`config.mk`:
```
export PLATFORM = sky130hd
export DESIGN_NAME = crf_cpu_regs_flags_reset
export DESIGN_NICKNAME = d
export VERILOG_FILES = /design/src/core/crf_pkg.sv /design/src/core/crf_cpu_regs_flags_reset.sv /design/src/core/crf_init_regs.sv /design/src/core/crf_stack_ptr.sv
export SDC_FILE = /design/constraint.sdc
export NUM_CORES = 1
export LEC_CHECK = 0
export BUFFER_PORTS_ARGS = -buffer_cell sky130_fd_sc_hd__buf_2
export CORE_ASPECT_RATIO = 1.1
export CORE_UTILIZATION = 35
export DETAILED_ROUTE_END_ITERATION = 7
export GPL_TIMING_DRIVEN = 1
export PLACE_DENSITY_LB_ADDON = 0.2
export RECOVER_POWER = 50
export REMOVE_ABC_BUFFERS = 1
export SETUP_SLACK_MARGIN = 0.02
export SYNTH_ARGS = -nofsm -noshare
export SYNTH_HDL_FRONTEND = slang
export SYNTH_HIERARCHICAL = 1
export SYNTH_SLANG_ARGS = --single-unit
export TNS_END_PERCENT = 20
```
`constraint.sdc`:
```
create_clock -name mclk -period 4.8 [get_ports mclk]
set_clock_uncertainty 0.2 [all_clocks]
set_input_delay 0.96 -clock mclk [delete_from_list [all_inputs] [get_ports mclk]]
set_output_delay 0.96 -clock mclk [all_outputs]
set_load 0.1 [all_outputs]
```
`src/core/crf_pkg.sv`:
```
// crf_pkg: constants, types and register map of the cpu register and reset block
`default_nettype none

package crf_pkg;
  localparam int PC_W = 14;
  localparam int SP_W = 10;
  localparam int NIB_W = 4;
  localparam int PAGE_W = 2;
  localparam int LEVEL_W = 4;
  localparam int IRQ_N = 5;
  localparam int CB_N = 16;
  localparam int ADDR_W = 8;
  localparam int DATA_W = 16;
  localparam int INIT_DEPTH = 24;
  localparam int INIT_IDX_W = 5;

  // stack pointer layout: fixed top, level field, fixed low bits
  localparam logic [3:0] SP_TOP = 4'hF;
  localparam logic [1:0] SP_LOW = 2'h3;
  localparam logic [LEVEL_W-1:0] LEVEL_RESET = 4'hF;
  localparam logic [PC_W-1:0] PC_RESET = 14'h0000;
  localparam logic ST_RESET = 1'h1;

  // control bit area positions
  localparam int CB_IE = 0;
  localparam int CB_IF0 = 1;
  localparam int CB_IM0 = 6;
  localparam int CB_RSP = 11;
  localparam logic [CB_N-1:0] CB_USED = 16'h0FFF;
  localparam logic [CB_N-1:0] CB_IF_MASK = 16'h003E;
  localparam logic [CB_N-1:0] CB_RESET = 16'h07C0;

  // register map, word addresses on the plain port
  localparam logic [ADDR_W-1:0] REG_ACC = 8'h00;
  localparam logic [ADDR_W-1:0] REG_SECOND = 8'h01;
  localparam logic [ADDR_W-1:0] REG_PAGE = 8'h02;
  localparam logic [ADDR_W-1:0] REG_COL = 8'h03;
  localparam logic [ADDR_W-1:0] REG_ROW = 8'h04;
  localparam logic [ADDR_W-1:0] REG_COL_AUX = 8'h05;
  localparam logic [ADDR_W-1:0] REG_ROW_AUX = 8'h06;
  localparam logic [ADDR_W-1:0] REG_FLAGS = 8'h07;
  localparam logic [ADDR_W-1:0] REG_PC = 8'h08;
  localparam logic [ADDR_W-1:0] REG_SP = 8'h09;
  localparam logic [ADDR_W-1:0] REG_CTRL = 8'h0A;
  localparam logic [ADDR_W-1:0] REG_INIT_BASE = 8'h20;
  localparam logic [DATA_W-1:0] RD_UNMAPPED = 16'h0000;

  // peripheral nibbles after reset; entry 0 is the low nibble
  // 0-2 port latches, 3-6 direction controls, 7-9 timer and serial modes,
  // 10-13 timer counters, 14/15 and 20/21 timer write lo/hi,
  // 16-18 prescaler, 19 octal counter, 22-23 spare mode nibbles
  localparam logic [INIT_DEPTH*NIB_W-1:0] INIT_RESET = 96'h000000000000000000000FFF;
  localparam logic [INIT_DEPTH-1:0] INIT_MASK = 24'hDF7FFF;

  // sequencer commands
  typedef enum logic [4:0] {
    OP_NOP = 5'h00, OP_LD_A = 5'h01, OP_LD_B = 5'h02, OP_LD_W = 5'h03,
    OP_LD_X = 5'h04, OP_LD_Y = 5'h05, OP_LD_SPX = 5'h06, OP_LD_SPY = 5'h07,
    OP_XCH_X = 5'h08, OP_XCH_Y = 5'h09, OP_ARITH = 5'h0A, OP_CMP = 5'h0B,
    OP_TEST = 5'h0C, OP_SEC = 5'h0D, OP_REC = 5'h0E, OP_ROTATE_LEFT_INSTR = 5'h0F,
    OP_ROTATE_RIGHT_INSTR = 5'h10, OP_BRANCH = 5'h11, OP_CALL = 5'h12, OP_JUMP = 5'h13,
    OP_RTN = 5'h14, OP_RETURN_FROM_INTERRUPT = 5'h15, OP_IRQ = 5'h16, OP_SEM = 5'h17,
    OP_REM = 5'h18, OP_TM = 5'h19
  } crf_op_t;

  // one stack frame: return address and saved flags
  typedef struct packed {
    logic [PC_W-1:0] pc;
    logic carry;
    logic status;
  } crf_frame_t;
endpackage : crf_pkg

`default_nettype wire

```
`src/core/crf_cpu_regs_flags_reset.sv`:
```
// crf_cpu_regs_flags_reset: cpu registers, flags, pc, stack pointer and reset values
`default_nettype none

module crf_cpu_regs_flags_reset (
  // clock and reset
  input wire logic mclk,
  input wire logic rst,
  // sequencer command
  input wire logic opValid,
  input wire crf_pkg::crf_op_t opCode,
  input wire logic [crf_pkg::NIB_W-1:0] opData,
  input wire logic aluCarry,
  input wire logic aluStatus,
  input wire logic [3:0] opBit,
  input wire logic [crf_pkg::PC_W-1:0] pcTarget,
  input wire crf_pkg::crf_frame_t pullFrame,
  // hardware interrupt events
  input wire logic [crf_pkg::IRQ_N-1:0] irqEvent,
  // register port
  input wire logic [crf_pkg::ADDR_W-1:0] regAddr,
  input wire logic [crf_pkg::DATA_W-1:0] regWrData,
  input wire logic regWr,
  input wire logic regRd,
  output logic [crf_pkg::DATA_W-1:0] regRdData,
  // working registers
  output logic [crf_pkg::NIB_W-1:0] accOut,
  output logic [crf_pkg::NIB_W-1:0] secondOut,
  output logic [crf_pkg::PAGE_W-1:0] pageOut,
  output logic [crf_pkg::NIB_W-1:0] colIdxOut,
  output logic [crf_pkg::NIB_W-1:0] rowIdxOut,
  output logic [crf_pkg::NIB_W-1:0] colAuxOut,
  output logic [crf_pkg::NIB_W-1:0] rowAuxOut,
  output logic [9:0] ramAddr,
  output logic [15:0] dPortSel,
  // flags, pc and stack
  output logic carryOut,
  output logic statusOut,
  output logic [crf_pkg::PC_W-1:0] pcOut,
  output logic fetchEn,
  output logic [crf_pkg::SP_W-1:0] spOut,
  output logic pushStrobe,
  output crf_pkg::crf_frame_t pushFrame,
  // interrupt control bits
  output logic irqEnable,
  output logic [crf_pkg::IRQ_N-1:0] irqFlags,
  output logic [crf_pkg::IRQ_N-1:0] irqMasks,
  // peripheral reset values
  output logic [crf_pkg::INIT_DEPTH-1:0][crf_pkg::NIB_W-1:0] initRegs
);
  // one-hot pick of a control bit or a d port line
  function automatic logic [15:0] crf_onehot(input logic [3:0] idx);
    crf_onehot = 16'h0001 << idx;
  endfunction : crf_onehot

  logic [3:0] acc_reg, acc_next;
  logic [3:0] second_reg, second_next;
  logic [1:0] page_reg, page_next;
  logic [3:0] col_reg, col_next;
  logic [3:0] row_reg, row_next;
  logic [3:0] colAux_reg, colAux_next;
  logic [3:0] rowAux_reg, rowAux_next;
  logic carry_reg, carry_next;
  logic status_reg, status_next;
  logic [13:0] pc_reg, pc_next;
  logic [15:0] ctrl_reg, ctrl_next;
  logic [15:0] rdData_reg, rdData_next;
  logic [9:0] ramAddr_reg;
  logic [15:0] dPortSel_reg;
  logic fetchEn_reg;
  logic pushStrobe_reg;
  crf_pkg::crf_frame_t pushFrame_reg;
  logic [crf_pkg::SP_W-1:0] spWire;

  // sequencer decode; nothing moves before the first fetch after reset
  wire opGo = opValid && fetchEn_reg;
  wire isLdA = opGo && opCode == crf_pkg::OP_LD_A;
  wire isLdB = opGo && opCode == crf_pkg::OP_LD_B;
  wire isLdW = opGo && opCode == crf_pkg::OP_LD_W;
  wire isLdX = opGo && opCode == crf_pkg::OP_LD_X;
  wire isLdY = opGo && opCode == crf_pkg::OP_LD_Y;
  wire isLdSpx = opGo && opCode == crf_pkg::OP_LD_SPX;
  wire isLdSpy = opGo && opCode == crf_pkg::OP_LD_SPY;
  wire isXchX = opGo && opCode == crf_pkg::OP_XCH_X;
  wire isXchY = opGo && opCode == crf_pkg::OP_XCH_Y;
  wire isArith = opGo && opCode == crf_pkg::OP_ARITH;
  wire isCmp = opGo && opCode == crf_pkg::OP_CMP;
  wire isTest = opGo && opCode == crf_pkg::OP_TEST;
  wire isSec = opGo && opCode == crf_pkg::OP_SEC;
  wire isRec = opGo && opCode == crf_pkg::OP_REC;
  wire isRotl = opGo && opCode == crf_pkg::OP_ROTATE_LEFT_INSTR;
  wire isRotr = opGo && opCode == crf_pkg::OP_ROTATE_RIGHT_INSTR;
  wire isBranch = opGo && opCode == crf_pkg::OP_BRANCH;
  wire isCall = opGo && opCode == crf_pkg::OP_CALL;
  wire isJump = opGo && opCode == crf_pkg::OP_JUMP;
  wire isRtn = opGo && opCode == crf_pkg::OP_RTN;
  wire isRtni = opGo && opCode == crf_pkg::OP_RETURN_FROM_INTERRUPT;
  wire isIrq = opGo && opCode == crf_pkg::OP_IRQ;
  wire isSem = opGo && opCode == crf_pkg::OP_SEM;
  wire isRem = opGo && opCode == crf_pkg::OP_REM;
  wire isTm = opGo && opCode == crf_pkg::OP_TM;

  // conditional transfers take the status flag as their condition
  wire condTaken = status_reg;
  wire branchTaken = isBranch && condTaken;
  wire callTaken = isCall && condTaken;
  wire doPush = callTaken || isIrq;
  wire doPull = isRtn || isRtni;

  // register port decode; sequencer writes win over a port write
  wire wrAcc = regWr && regAddr == crf_pkg::REG_ACC;
  wire wrSecond = regWr && regAddr == crf_pkg::REG_SECOND;
  wire wrPage = regWr && regAddr == crf_pkg::REG_PAGE;
  wire wrCol = regWr && regAddr == crf_pkg::REG_COL;
  wire wrRow = regWr && regAddr == crf_pkg::REG_ROW;
  wire wrColAux = regWr && regAddr == crf_pkg::REG_COL_AUX;
  wire wrRowAux = regWr && regAddr == crf_pkg::REG_ROW_AUX;
  wire wrFlags = regWr && regAddr == crf_pkg::REG_FLAGS;
  wire wrCtrl = regWr && regAddr == crf_pkg::REG_CTRL;
  wire inInit = regAddr[7:5] == crf_pkg::REG_INIT_BASE[7:5];
  wire [4:0] initIdx = regAddr[4:0];
  wire initHit = inInit && initIdx < 5'(crf_pkg::INIT_DEPTH);
  wire wrInit = regWr && initHit;

  // accumulator and second register
  assign acc_next = isRotl ? {acc_reg[2:0], carry_reg} :
                    isRotr ? {carry_reg, acc_reg[3:1]} :
                    (isLdA || isArith) ? opData :
                    wrAcc ? regWrData[3:0] : acc_reg;
  assign second_next = isLdB ? opData :
                       wrSecond ? regWrData[3:0] : second_reg;

  // indirect address registers and their aux partners
  assign page_next = isLdW ? opData[1:0] :
                     wrPage ? regWrData[1:0] : page_reg;
  assign col_next = isLdX ? opData :
                    isXchX ? colAux_reg :
                    wrCol ? regWrData[3:0] : col_reg;
  assign row_next = isLdY ? opData :
                    isXchY ? rowAux_reg :
                    wrRow ? regWrData[3:0] : row_reg;
  assign colAux_next = isLdSpx ? opData :
                       isXchX ? col_reg :
                       wrColAux ? regWrData[3:0] : colAux_reg;
  assign rowAux_next = isLdSpy ? opData :
                       isXchY ? row_reg :
                       wrRowAux ? regWrData[3:0] : rowAux_reg;

  // carry: plain return leaves it alone, interrupt return restores it
  assign carry_next = isArith ? aluCarry :
                      isSec ? 1'h1 :
                      isRec ? 1'h0 :
                      isRotl ? acc_reg[3] :
                      isRotr ? acc_reg[0] :
                      isRtni ? pullFrame.carry :
                      wrFlags ? regWrData[0] : carry_reg;

  // status: latched by alu results and memory-bit tests, forced high after a conditional
  // transfer whether taken or skipped, restored by interrupt return, otherwise held; not writable by port
  wire ctrlBitVal = |(ctrl_reg & crf_onehot(opBit));
  assign status_next = (isArith || isCmp || isTest) ? aluStatus :
                       isTm ? ctrlBitVal :
                       (isBranch || isCall) ? 1'h1 :
                       isRtni ? pullFrame.status :
                       status_reg;

  // program counter: step by one per accepted command unless a transfer loads it
  wire [13:0] pcStep = pc_reg + 14'h0001;
  assign pc_next = (branchTaken || callTaken || isJump) ? pcTarget :
                   isIrq ? pcTarget :
                   doPull ? pullFrame.pc :
                   opGo ? pcStep : pc_reg;

  // control bits: software may clear request flags but never set them;
  // a hardware event in the same cycle as a clear wins
  wire [15:0] bitSel = crf_onehot(opBit);
  wire [15:0] swSet = isSem ? (bitSel & ~crf_pkg::CB_IF_MASK) : 16'h0000;
  wire [15:0] swClr = isRem ? bitSel : 16'h0000;
  wire [15:0] portCtrl = (regWrData & ~crf_pkg::CB_IF_MASK) |
                         (regWrData & ctrl_reg & crf_pkg::CB_IF_MASK);
  wire [15:0] ctrlBase = (isSem || isRem) ? ctrl_reg : wrCtrl ? portCtrl : ctrl_reg;
  wire [15:0] hwSet = 16'(irqEvent) << crf_pkg::CB_IF0;
  assign ctrl_next = ((((ctrlBase | swSet) & ~swClr) | hwSet) & crf_pkg::CB_USED);

  // clearing the stack reset bit by a memory-bit clear reloads the pointer
  wire spReload = isRem && opBit == 4'(crf_pkg::CB_RSP);

  // stack pointer with its fixed bits
  crf_stack_ptr u_stack (
    .mclk(mclk),
    .rst(rst),
    .push(doPush),
    .pull(doPull),
    .reload(spReload),
    .sp(spWire)
  );

  // peripheral nibbles, all but 15 and 21 loaded with their reset values
  crf_init_regs #(
    .DEPTH(crf_pkg::INIT_DEPTH)
  ) u_init (
    .mclk(mclk),
    .rst(rst),
    .wrEn(wrInit),
    .wrIdx(initIdx),
    .wrData(regWrData[3:0]),
    .nibbles(initRegs)
  );

  // read selection, answered one cycle after the strobe
  always_comb begin
    case (regAddr)
      crf_pkg::REG_ACC: rdData_next = {12'h000, acc_reg};
      crf_pkg::REG_SECOND: rdData_next = {12'h000, second_reg};
      crf_pkg::REG_PAGE: rdData_next = {14'h0000, page_reg};
      crf_pkg::REG_COL: rdData_next = {12'h000, col_reg};
      crf_pkg::REG_ROW: rdData_next = {12'h000, row_reg};
      crf_pkg::REG_COL_AUX: rdData_next = {12'h000, colAux_reg};
      crf_pkg::REG_ROW_AUX: rdData_next = {12'h000, rowAux_reg};
      crf_pkg::REG_FLAGS: rdData_next = {14'h0000, status_reg, carry_reg};
      crf_pkg::REG_PC: rdData_next = {2'h0, pc_reg};
      crf_pkg::REG_SP: rdData_next = {6'h00, spWire};
      crf_pkg::REG_CTRL: rdData_next = ctrl_reg;
      default: rdData_next = initHit ? {12'h000, initRegs[initIdx]} : crf_pkg::RD_UNMAPPED;
    endcase
  end

  // working registers; reset clears them to zero
  always_ff @(posedge mclk) begin
    if (rst) begin
      acc_reg <= 4'h0;
      second_reg <= 4'h0;
      page_reg <= 2'h0;
      col_reg <= 4'h0;
      row_reg <= 4'h0;
      colAux_reg <= 4'h0;
      rowAux_reg <= 4'h0;
      carry_reg <= 1'h0;
    end else begin
      acc_reg <= acc_next;
      second_reg <= second_next;
      page_reg <= page_next;
      col_reg <= col_next;
      row_reg <= row_next;
      colAux_reg <= colAux_next;
      rowAux_reg <= rowAux_next;
      carry_reg <= carry_next;
    end
  end

  // status, pc and control bits with their documented reset values
  always_ff @(posedge mclk) begin
    if (rst) begin
      status_reg <= crf_pkg::ST_RESET;
      pc_reg <= crf_pkg::PC_RESET;
      ctrl_reg <= crf_pkg::CB_RESET;
      fetchEn_reg <= 1'h0;
    end else begin
      status_reg <= status_next;
      pc_reg <= pc_next;
      ctrl_reg <= ctrl_next;
      fetchEn_reg <= 1'h1;
    end
  end

  // pushed frame: return address for a call, current pc for an interrupt
  always_ff @(posedge mclk) begin
    if (rst) begin
      pushStrobe_reg <= 1'h0;
      pushFrame_reg <= '0;
    end else begin
      pushStrobe_reg <= doPush;
      if (doPush) begin
        pushFrame_reg.pc <= isIrq ? pc_reg : pcStep;
        pushFrame_reg.carry <= carry_reg;
        pushFrame_reg.status <= status_reg;
      end
    end
  end

  // registered address views so every output leaves a flip-flop
  always_ff @(posedge mclk) begin
    if (rst) begin
      ramAddr_reg <= 10'h000;
      dPortSel_reg <= 16'h0001;
      rdData_reg <= crf_pkg::RD_UNMAPPED;
    end else begin
      ramAddr_reg <= {page_next, col_next, row_next};
      dPortSel_reg <= crf_onehot(row_next);
      rdData_reg <= regRd ? rdData_next : crf_pkg::RD_UNMAPPED;
    end
  end

  assign accOut = acc_reg;
  assign secondOut = second_reg;
  assign pageOut = page_reg;
  assign colIdxOut = col_reg;
  assign rowIdxOut = row_reg;
  assign colAuxOut = colAux_reg;
  assign rowAuxOut = rowAux_reg;
  assign ramAddr = ramAddr_reg;
  assign dPortSel = dPortSel_reg;
  assign carryOut = carry_reg;
  assign statusOut = status_reg;
  assign pcOut = pc_reg;
  assign fetchEn = fetchEn_reg;
  assign spOut = spWire;
  assign pushStrobe = pushStrobe_reg;
  assign pushFrame = pushFrame_reg;
  assign irqEnable = ctrl_reg[crf_pkg::CB_IE];
  assign irqFlags = ctrl_reg[crf_pkg::CB_IF0 +: crf_pkg::IRQ_N];
  assign irqMasks = ctrl_reg[crf_pkg::CB_IM0 +: crf_pkg::IRQ_N];
  assign regRdData = rdData_reg;
endmodule : crf_cpu_regs_flags_reset

`default_nettype wire

```
`src/core/crf_init_regs.sv`:
```
// crf_init_regs: peripheral nibble registers; those with their INIT_MASK bit set take their values at reset
`default_nettype none

module crf_init_regs #(
  parameter int DEPTH = crf_pkg::INIT_DEPTH
) (
  // clock and reset
  input wire logic mclk,
  input wire logic rst,
  // write port
  input wire logic wrEn,
  input wire logic [crf_pkg::INIT_IDX_W-1:0] wrIdx,
  input wire logic [crf_pkg::NIB_W-1:0] wrData,
  // contents
  output logic [DEPTH-1:0][crf_pkg::NIB_W-1:0] nibbles
);
  if (DEPTH != crf_pkg::INIT_DEPTH) begin : g_chk
    $error("crf_init_regs: depth must match the reset table");
  end

  for (genvar i = 0; i < DEPTH; i++) begin : g_nib
    // unmasked nibbles keep their old content through reset
    always_ff @(posedge mclk) begin
      if (rst && crf_pkg::INIT_MASK[i]) begin
        nibbles[i] <= crf_pkg::INIT_RESET[i*crf_pkg::NIB_W +: crf_pkg::NIB_W];
      end else if (!rst && wrEn && wrIdx == crf_pkg::INIT_IDX_W'(i)) begin
        nibbles[i] <= wrData;
      end
    end
  end
endmodule : crf_init_regs

`default_nettype wire

```
`src/core/crf_stack_ptr.sv`:
```
// crf_stack_ptr: sixteen-level stack pointer with fixed upper and lower bits
`default_nettype none

module crf_stack_ptr (
  // clock and reset
  input wire logic mclk,
  input wire logic rst,
  // stack moves
  input wire logic push,
  input wire logic pull,
  input wire logic reload,
  // pointer
  output logic [crf_pkg::SP_W-1:0] sp
);
  logic [crf_pkg::LEVEL_W-1:0] level_reg;
  logic [crf_pkg::LEVEL_W-1:0] level_next;

  // only the level field moves, so a step of one there is four on the pointer
  assign level_next = push ? level_reg - 4'h1 :
                      pull ? level_reg + 4'h1 : level_reg;

  // reload beats a simultaneous move
  always_ff @(posedge mclk) begin
    if (rst || reload) begin
      level_reg <= crf_pkg::LEVEL_RESET;
    end else begin
      level_reg <= level_next;
    end
  end

  assign sp = {crf_pkg::SP_TOP, level_reg, crf_pkg::SP_LOW};
endmodule : crf_stack_ptr

`default_nettype wire

```
; ---- Word-level counts from Yosys, hierarchy flattened
; Cells that the tools add are included.
[totals]
regBits = 214
input_bits = 79
out_inout_bits = 219
[op_classes]
addsub = 3
order_cmp = 2
n_eq_ne = 60
shifts = 2
muxes = 47
n_bitwise = 8
reduce_logical = 88
[op_table]
columns = op, n
row1 = one-hot mux 14 bit (11 select lines), 1
row2 = "equality test 5 bit, second input constant", 18
row3 = two-way mux 4 bit, 22
row4 = "equality test 5 x 4 -> 1 bit, second input constant", 16
row5 = two-way mux 14 bit, 5
row6 = logical AND 1 bit, 65
row7 = two-way mux 12 bit, 4
row8 = "equality test 5 x 3 -> 1 bit, second input constant", 8
row9 = "equality test 8 x 3 -> 1 bit, second input constant", 4
row10 = "left shift 1 x 4 -> 16 bit, first input constant", 2
row11 = "equality test 8 x 4 -> 1 bit, second input constant", 3
row12 = OR 12 x 6 -> 12 bit, 2
row13 = binary-select mux 4 bit (select 5 bit), 1
row14 = "equality test 5 x 2 -> 1 bit, second input constant", 4
row15 = AND 12 x 16 -> 16 bit, 1
row16 = "equality test 8 x 2 -> 1 bit, second input constant", 2
row17 = OR reduction 16 bit, 1
row18 = "adder 14 x 1 -> 14 bit, second input constant", 1
row19 = AND 12 bit, 1
row20 = two-way mux 1 bit, 12
row21 = NOT 12 bit, 1
row22 = OR 12 bit, 1
row23 = nonzero test 4 bit, 3
row24 = "equality test 5 x 1 -> 1 bit, second input constant", 2
row25 = other kinds (18), 30

; ---- Depth between registers and ports, before layout
; Gate-level depths: netlist of run 1.
[logic_depth]
depth_word = 9
depth_mapped = 12

; ---- Cells and area by module
; The synthesis of run 1 kept the hierarchy.
[modules_own_cells]
columns = mod, instances, cells_each, area_per_inst_um2
row1 = crf_cpu_regs_flags_reset, 1, 815, 6996.7
row2 = crf_init_regs, 1, 431, 3900.0
row3 = crf_stack_ptr, 1, 34, 290.3

; ---- Worst setup path before layout of run 1
; OpenSTA, ideal clock, no wires.
[synth_timing]
kind = input-to-reg
startpoint = in opCode[1]
endpoint = reg u_stack/level_reg[3] in the netlist's numbering
setup_ns = 0.126
arrival_time_ns = 2.995
required_ns = 4.474
path_slack_ns = 1.479
stages = 12
cell_sequence = buf_2 > nor2b_1 > clkbuf_1 > and3_1 > buf_2 > nor2_1 > inv_1 > ha_1 > nand3_1 > and3_4 > nor3_1 > o21ai_1
[synth_via]
elab_chain_cells = 5
word_cells_on_any_way = 17
cone_classes = eq/ne: 5 / mux: 1 / reduce/logical: 11
[synth_lines]
columns = element, line
row1 = from (decl), crf_cpu_regs_flags_reset.sv:10  ; input wire crf_pkg::crf_op_t opCode,
row2 = equality test 5 bit, crf_cpu_regs_flags_reset.sv:93  ; wire isCall = opGo && opCode == crf_pkg::OP_CALL;
row3 = logical AND 1 bit, crf_cpu_regs_flags_reset.sv:93
row4 = logical AND 1 bit, crf_cpu_regs_flags_reset.sv:105  ; wire callTaken = isCall && condTaken;
row5 = logical OR 1 bit (*), crf_cpu_regs_flags_reset.sv:106  ; wire doPush = callTaken || isIrq;
row6 = net doPush, crf_cpu_regs_flags_reset.sv:106
row7 = two-way mux 4 bit or nonzero test 2 bit (tied branches), --
row8 = to (signal assigned), crf_stack_ptr.sv:25  ; level_reg <= crf_pkg::LEVEL_RESET;
row9 = to (signal assigned), crf_stack_ptr.sv:27  ; level_reg <= level_next;
row10 = to (decl), crf_stack_ptr.sv:15  ; logic [crf_pkg::LEVEL_W-1:0] level_reg;
; Mark *: on every way through the listed nets, which the timed path passes. The rest lies on a longest branch.
; A chain may end at the register's enable or synchronous reset.

==> impl_summary.md, run 1 <==
Timing
The final sum of negative setup slack is 0 ns. The relative max-transition margin is -18.7%. The final-report hold violation count is 0. The final count of negative-setup-slack endpoints is 0. Static timing analysis puts the maximum clock frequency at ~270 MHz. The final critical path takes up 75.9% of the cycle. The final critical path time including I/O delays and setup is between 3 and 4 ns. Setup repair after global routing left no endpoint under its margin. The final max-slew violation count is 75. The pin slew with the least headroom to its limit is 1.78 ns. The worst hold margin is 0.259 ns.

Yosys
The synthesized-area fraction occupied by ao, oa, aoi and oai cells is 19.9%. The mux share of post-synthesis cell area is around 12%. The primary flip-flop cell chosen by synthesis mapping is sky130_fd_sc_hd__dfxtp_1. The average footprint of a synthesized cell is 8.74 sq um. In this run, synthesis produced a sequential element count of 202. The share of the Yosys chip area taken by registers is 36.9%. Counting flops with a built-in enable in the synthesized netlist gives 8. Synthesis produced 1,280 cells.

The post-synthesis share of cell area spent on and, or, nand and nor gates is 22.0%. The mapped netlist covers between 10,000 and 15,000 sq um. After Yosys synthesis, full adders, half adders and majority gates account for 0.514% of the synthesized area.

The count of synthesis-stage warnings from yosys is 6. The async set-reset flop share out of synthesis is 0%. The number of distinct library cells after synthesis is 92.

The dominant combinational cell family by area after synthesis is simple AND/OR/NAND/NOR gates. The xor-xnor portion of the synthesized cell area is 1.02%.

Global routing
The number of antenna violations at the first check in global routing is 2. The via count of the first global-routing pass is roughly 10,000. The remaining global-route overflow is 0. Entering global routing, the biggest net connects 75 pins. The first global-routing pass estimated 60.4 mm of wire. Global routing used 23.9% of the available tracks across all layers.

Detailed routing
Using the TritonRoute via totals, the vias-per-cell ratio works out to 5.64. The number of design rule violations left after detail routing is 0. The number of nets still failing antenna checks after routing is 0.

The violation count after the first detailed-routing iteration is 946. The first detailed-routing pass took 5 iterations. The detailed-route wire length per cell is between 20 and 25 microns. The total routed wirelength is ~40 mm. Detailed routing inserted a total of approximately 11,000 vias.

Floorplanning
The initial cell density of the core is 35.6%. The area of the die is 32,700 sq um. The vertical die dimension is about 190 microns. The core area is 31,400 sq um. The x dimension of the die is 172 microns. Row generation in the floorplan step produced 68 rows. The boundary pin count is 298.

Clocking
The clock passes through at most 3 buffers. TritonCTS built the clock tree. The clock latency on the worst-skew pair is between 0.5 and 0.6 ns. Post-CTS repair changed the size of 0 cells. In this run, post-CTS hold repair placed 0 buffers. The library cell used as clock root buffer is sky130_fd_sc_hd__clkbuf_16. The number of buffers created by CTS is 25.

After clock tree synthesis, the clock-pin slew on the worst setup and hold paths is 0.06 ns. The count of clock tree sinks is 202. The deepest level of the CTS H-tree is 1. The number of buffers inserted by post-CTS setup repair is 0.

Worst setup path
The worst setup path is launched from a primary input. The number of cells on the worst reg-to-reg path is 10. The type of the setup path with the least slack is primary input to flip-flop. The internal reg-to-reg setup slack is ~2.0 ns. The data arrival at the endpoint of the critical path is 3.89 ns.

The maximum fanout count along the critical path is 74. The worst setup path is captured at a flip-flop. The data required time at the worst endpoint is 5.05 ns. The worst register-to-register path begins at fetchEn. The endpoint of the worst-slack reg-to-reg timing path is u_stack/level_reg[3].

Cells and area
The flip-flop count of the largest register, all copies and words added is 96. The fill cell instance count of the final layout is between 3,000 and 4,000. The finished cells cover about 13,000 sq um. The post-route netlist has 15.3% of its cells at a drive strength greater than 1. At the end of the flow the core is filled with cells to 42.1%. The final net count is 1,559.

The area added between synthesis and finish is 18.2%.

Power and ir drop
The peak supply drop is 221 uV. Sequential cells account for 41.0% of the total power. Net switching is 28.8% of the power. The net switching power figure is 1.22 mW. For this design the static power due to leakage is 4.85 nW. The areal power density over the cells is 320 nW/um^2. The internal power contribution is about 3 mW. The combinational cell fraction of total power is 12.2%. The part of the total power dissipated in the clock network is 46.8%.

Outcome
The run finished, with violations left. The final reports fail on max-capacitance violations, max-slew violations.

Worst hold path
The end point of the worst hold path is pushFrame[3]. The kind of path behind the tightest hold check is flip-flop to flip-flop. The startpoint identified for the worst hold timing path is pushFrame[3]. The hold-critical path depth is 2.

Placed design
The HPWL reported at the end of detailed placement is 28.6 mm. In this run the cell area measured after placement is 12,600 sq um. The number of buffer cells added on primary ports is 285.

The routability congestion estimate from global placement is 0.876.

Flow run
The number of max-cap violations is 1.
==> cells in the mapped netlist (28+ instances only) <==
master	instances	area share (%)
sky130_fd_sc_hd__a21oi_1	123	5.5
sky130_fd_sc_hd__buf_2	28	1.3
sky130_fd_sc_hd__buf_4	29	1.9
sky130_fd_sc_hd__clkbuf_1	75	2.5
sky130_fd_sc_hd__dfxtp_1	194	35
sky130_fd_sc_hd__mux2i_1	57	5.1
sky130_fd_sc_hd__nand2_1	80	2.7
sky130_fd_sc_hd__nand2b_1	35	2.0
sky130_fd_sc_hd__nand3_1	82	3.7
sky130_fd_sc_hd__nor2_1	90	3.0
sky130_fd_sc_hd__nor3_1	35	1.6
sky130_fd_sc_hd__o21ai_0	84	3.8
==> metal layers <==
metal / routed length (microns) / GRT usage (%) / vias up / part of all wire [%]
met5: 10 / 0 / - / 0.025
met4: 676 / 5.11 / 2 / 1.7
met3: 2800 / 4.89 / 48 / 7.0
met2: 19700 / 40.7 / 382 / 49
met1: 17100 / 30.8 / 5266 / 42
li1: - / - / 5109 / -
==> power groups by stage <==
stage	Combinational [mW]	Clock, mW	Sequential, mW
after global routing	0.547	2.09	1.74
after detailed placement	0.517	0	1.77
after floorplan	0.187	0	1.89
after CTS	0.518	2.02	1.73
final	0.516	1.98	1.74
after global placement	0.514	0	1.77
==> critical path, cell delays in order <==
cell                       delay [ns]
sky130_fd_sc_hd__clkbuf_1        0.84
sky130_fd_sc_hd__clkbuf_2        1.39
sky130_fd_sc_hd__nor3_1          0.31
sky130_fd_sc_hd__a22oi_1         0.25
==> how the worst max path moves through the flow <==
stage,startpoint,cells past startpoint,endpoint,slack [ns]
2_1_floorplan,regAddr[6],5,u_init/nibbles[3],1.08
3_3_place_gp,opCode[1],11,u_stack/level_reg[3],1.13
3_5_place_dp,opCode[1],11,u_stack/level_reg[3],1.10
4_1_cts,opCode[1],11,u_stack/level_reg[3],1.65
5_1_grt,rst,4,ctrl_reg[10],0.97
6_report,rst,4,ctrl_reg[10],1.16
==> placed cells by master (no fill, tap or decap), types with 11 or more instances in the layout <==
cell and n:
sky130_fd_sc_hd__dfxtp_1 194, sky130_fd_sc_hd__inv_1 20, sky130_fd_sc_hd__a211o_1 18, sky130_fd_sc_hd__mux4_2 22
sky130_fd_sc_hd__clkbuf_1 184, sky130_fd_sc_hd__a22oi_1 21, sky130_fd_sc_hd__nor2_1 90, sky130_fd_sc_hd__nand3_1 82
sky130_fd_sc_hd__a31oi_1 13, sky130_fd_sc_hd__a21oi_1 123, sky130_fd_sc_hd__mux2i_1 57, sky130_fd_sc_hd__o21ai_0 84
sky130_fd_sc_hd__buf_4 17, sky130_fd_sc_hd__buf_2 104, sky130_fd_sc_hd__a311oi_1 11, sky130_fd_sc_hd__nor3_1 35
sky130_fd_sc_hd__nand2b_1 35, sky130_fd_sc_hd__nand2_1 80, sky130_fd_sc_hd__clkbuf_16 25
==> cells by family after synthesis <==
family	count (synthesis)
simple gates	447
fa+ha+maj	4
compound gates	353
other cells	2
xor+xnor	13
mux	95
flops	202
buf+inv	164
==> cell type report <==
cell class	count	area [sq um]	share of cell area, %
Clock buffer	30	684	5.18
Inverter	22	82.6	0.624
Clock inverter	15	168	1.27
Timing Repair Buffer	305	1340	10.1
Multi-Input combinational cell	920	6300	47.6
Sequential cell	202	4120	31.2
Antenna cell	2	5.00	0.0378
Tap cell	420	526	3.97
==> stage by stage <==
| step | total power [mW] | setup WS (ns) | std cells |
|---|---|---|---|
| after floorplan | 2.07 | 1.08 | 1144 |
| after global routing | 4.38 | 0.971 | 1914 |
| after CTS | 4.27 | 1.65 | 1914 |
| after detailed placement | 2.29 | 1.10 | 1869 |
| final | 4.23 | 1.16 | 1916 |
| after global placement | 2.29 | 1.13 | 1869 |
(Power assumes the default switching activity.)
==> run 2, diff against run 1 <==
Clock period 4.8 ns to 3.1 ns, I/O delays scaled along.
==> impl_summary.md, run 2 (synthesis gave the netlist of run 1 again) <==
Floorplanning
The core region is 31,400 sq um. The row count is 68. The vertical die dimension is 190 microns. The floorplan step defined a die boundary enclosing 32,700 sq um.

For this design the top-level I/O count stands at 298. The x dimension of the die is about 170 microns. For this configuration, the core starts out at a cell density of 35.6%.

Placed design
The HPWL reported at the end of detailed placement is 29.7 mm. The number of buffer cells added on primary ports is 285. The congestion estimate from routability-driven global placement came to 0.879. The placed instances occupy a cell area of 12,900 sq um.

Worst setup path
The data required time at the worst endpoint is 3.29 ns. The maximum fanout count along the critical path is 29. The worst setup path is captured at a flip-flop. The critical path is of the primary input to flip-flop type. The data arrival at the endpoint of the critical path is approximately 2.9 ns. STA classifies the critical path startpoint as a primary input.

Clocking
The count of cells resized by post-cts repair is 0. Counting the buffers created by CTS gives 25. The hold buffer count at CTS is 0. The clock-pin slew on the worst setup and hold paths is approximately 0.060 ns. The deepest level of the CTS H-tree is 1.

The library cell used as clock root buffer is sky130_fd_sc_hd__clkbuf_16. The number of buffers inserted by post-CTS setup repair is 0. The later pin in the worst-skew pair is clocked with a latency of 0.52 ns.

The CTS tree is yes. For this design, the sink count on the clock tree is approximately 200. No sink is reached through more buffers than the 3 on the longest clock path.

Detailed routing
In this run the remaining antenna-violating nets after routing total 0. The violation count after the first detailed-routing iteration is 952. For this block, the via count after detailed routing is ~11,000.

The pre-antenna-repair detailed-routing pass consisted of 7 iterations. Dividing the detail-routed wire length by the instance count gives 20.9 microns. The vias per cell is 5.67.

After detailed routing, the number of remaining DRC violations is 0. The total routed wirelength is 40.8 mm.

Timing
The final max-slew violation count is 29. The final critical path time including I/O delays and setup is 2.69 ns. The final-report hold violation count is 0. The final sum of negative setup slack is 0 ns. Setup repair after global routing left no endpoint under its margin. The final critical-path share of the clock period is 86.7%. On the final layout, the worst hold slack is 0.150 ns. The worst pin sits at a relative slew slack of -15.7%. The pin slew with the least headroom to its limit is 1.74 ns. Setup violations remaining at the end of the flow were counted as 0. For this run, the top clock speed supported by timing is 372 MHz.

Cells and area
The area added between synthesis and finish is 20.9%. The post-layout instance area is between 10,000 and 15,000 sq um. For this run, the share of the core covered by cells in the final layout is 43.1%. The library cells used most frequently in the layout, excluding fill and tap cells, are sky130_fd_sc_hd__dfxtp_1 (194), sky130_fd_sc_hd__buf_2 (184), sky130_fd_sc_hd__a21oi_1 (123). Cells with a size suffix above 1 make up 21.6% of the layout. The flip-flop count of the largest register, all copies and words added is 96. Leaving out fill and tap cells, the most frequent cell in the layout is sky130_fd_sc_hd__dfxtp_1. In the final design database the tool counted 1,594 nets.

Power and ir drop
The static leakage power is 5.33 nW. In this run the power density over the cells is between 400 and 500 nW/um^2. The peak supply drop is 335 uV.

The power consumption is 6.37 mW.

Outcome
The run finished, with violations left. The final reports fail on max-capacitance violations, max-slew violations.

Global routing
The number of antenna violations at the first check in global routing is 4. The aggregate global-route resource usage is 24.0%. The largest net degree at the start of global routing is 106. The first global-routing pass estimated about 60 mm of wire. The via count of the first global-routing pass is roughly 10,000. Global routing finished with a remaining overflow of 0.

Worst hold path
The kind of path behind the tightest hold check is primary input to flip-flop.

Flow run
The number of max-cap violations is 1.
## run 2: changes by cell type in the layout (fill, tap and decap cells not counted), sizes merged
cell      delta
diode        +1
bufinv       -1
clkinvlp     -4
clkinv       +1
inv          -2
buf        +111
clkbuf      -72
## run 2: path summary, 6_finish.rpt
path	startpoint	endpoint	slack, ns	cells past startpoint
max	regAddr[0]	ctrl_reg[0]	0.41	7
max reg2reg	fetchEn	u_stack/level_reg[3]	0.64	9
min reg2reg	pushFrame[5]	pushFrame[5]	0.25	2
min	irqEvent[4]	ctrl_reg[5]	0.15	3
## run 2: worst max-delay path, stage by stage
cell and delay, ns:
sky130_fd_sc_hd__buf_4 0.30, sky130_fd_sc_hd__clkbuf_2 0.58, sky130_fd_sc_hd__and2b_1 0.28, sky130_fd_sc_hd__and4_1 0.30, sky130_fd_sc_hd__and2_1 0.29, sky130_fd_sc_hd__mux2i_1 0.16, sky130_fd_sc_hd__a221oi_1 0.33
## run 2: through the flow
stage | setup slack, ns | cells
2_1_floorplan | -0.278 | 1144
4_1_cts | 0.638 | 1947
3_5_place_dp | 0.185 | 1904
5_1_grt | 0.319 | 1948
3_3_place_gp | 0.192 | 1904
6_report | 0.413 | 1950
## run 2: layout make-up
cell class	count	area, sq um
Antenna cell	3	7.51
Clock buffer	34	689
Clock inverter	9	95.1
Fill cell	3261	17900
Inverter	22	82.6
Multi-Input combinational cell	920	6280
Sequential cell	202	4120
Tap cell	420	526
Timing Repair Buffer	340	1710
## run 2: report_power, final
| group | internal [mW] | switching [mW] |
|---|---|---|
| Clock | 1.71 | 1.14 |
| Sequential | 2.64 | 0.0481 |
| Combinational | 0.223 | 0.606 |
## run 2: metal layers
layer  GRT usage, %  up-vias  part of all wire, %
met5              0        -                0.032
met4           6.13        2                  2.0
met3           5.29       62                  8.4
met2           41.0      452                   49
met1           30.3     5345                   41
li1               -     5195                    -
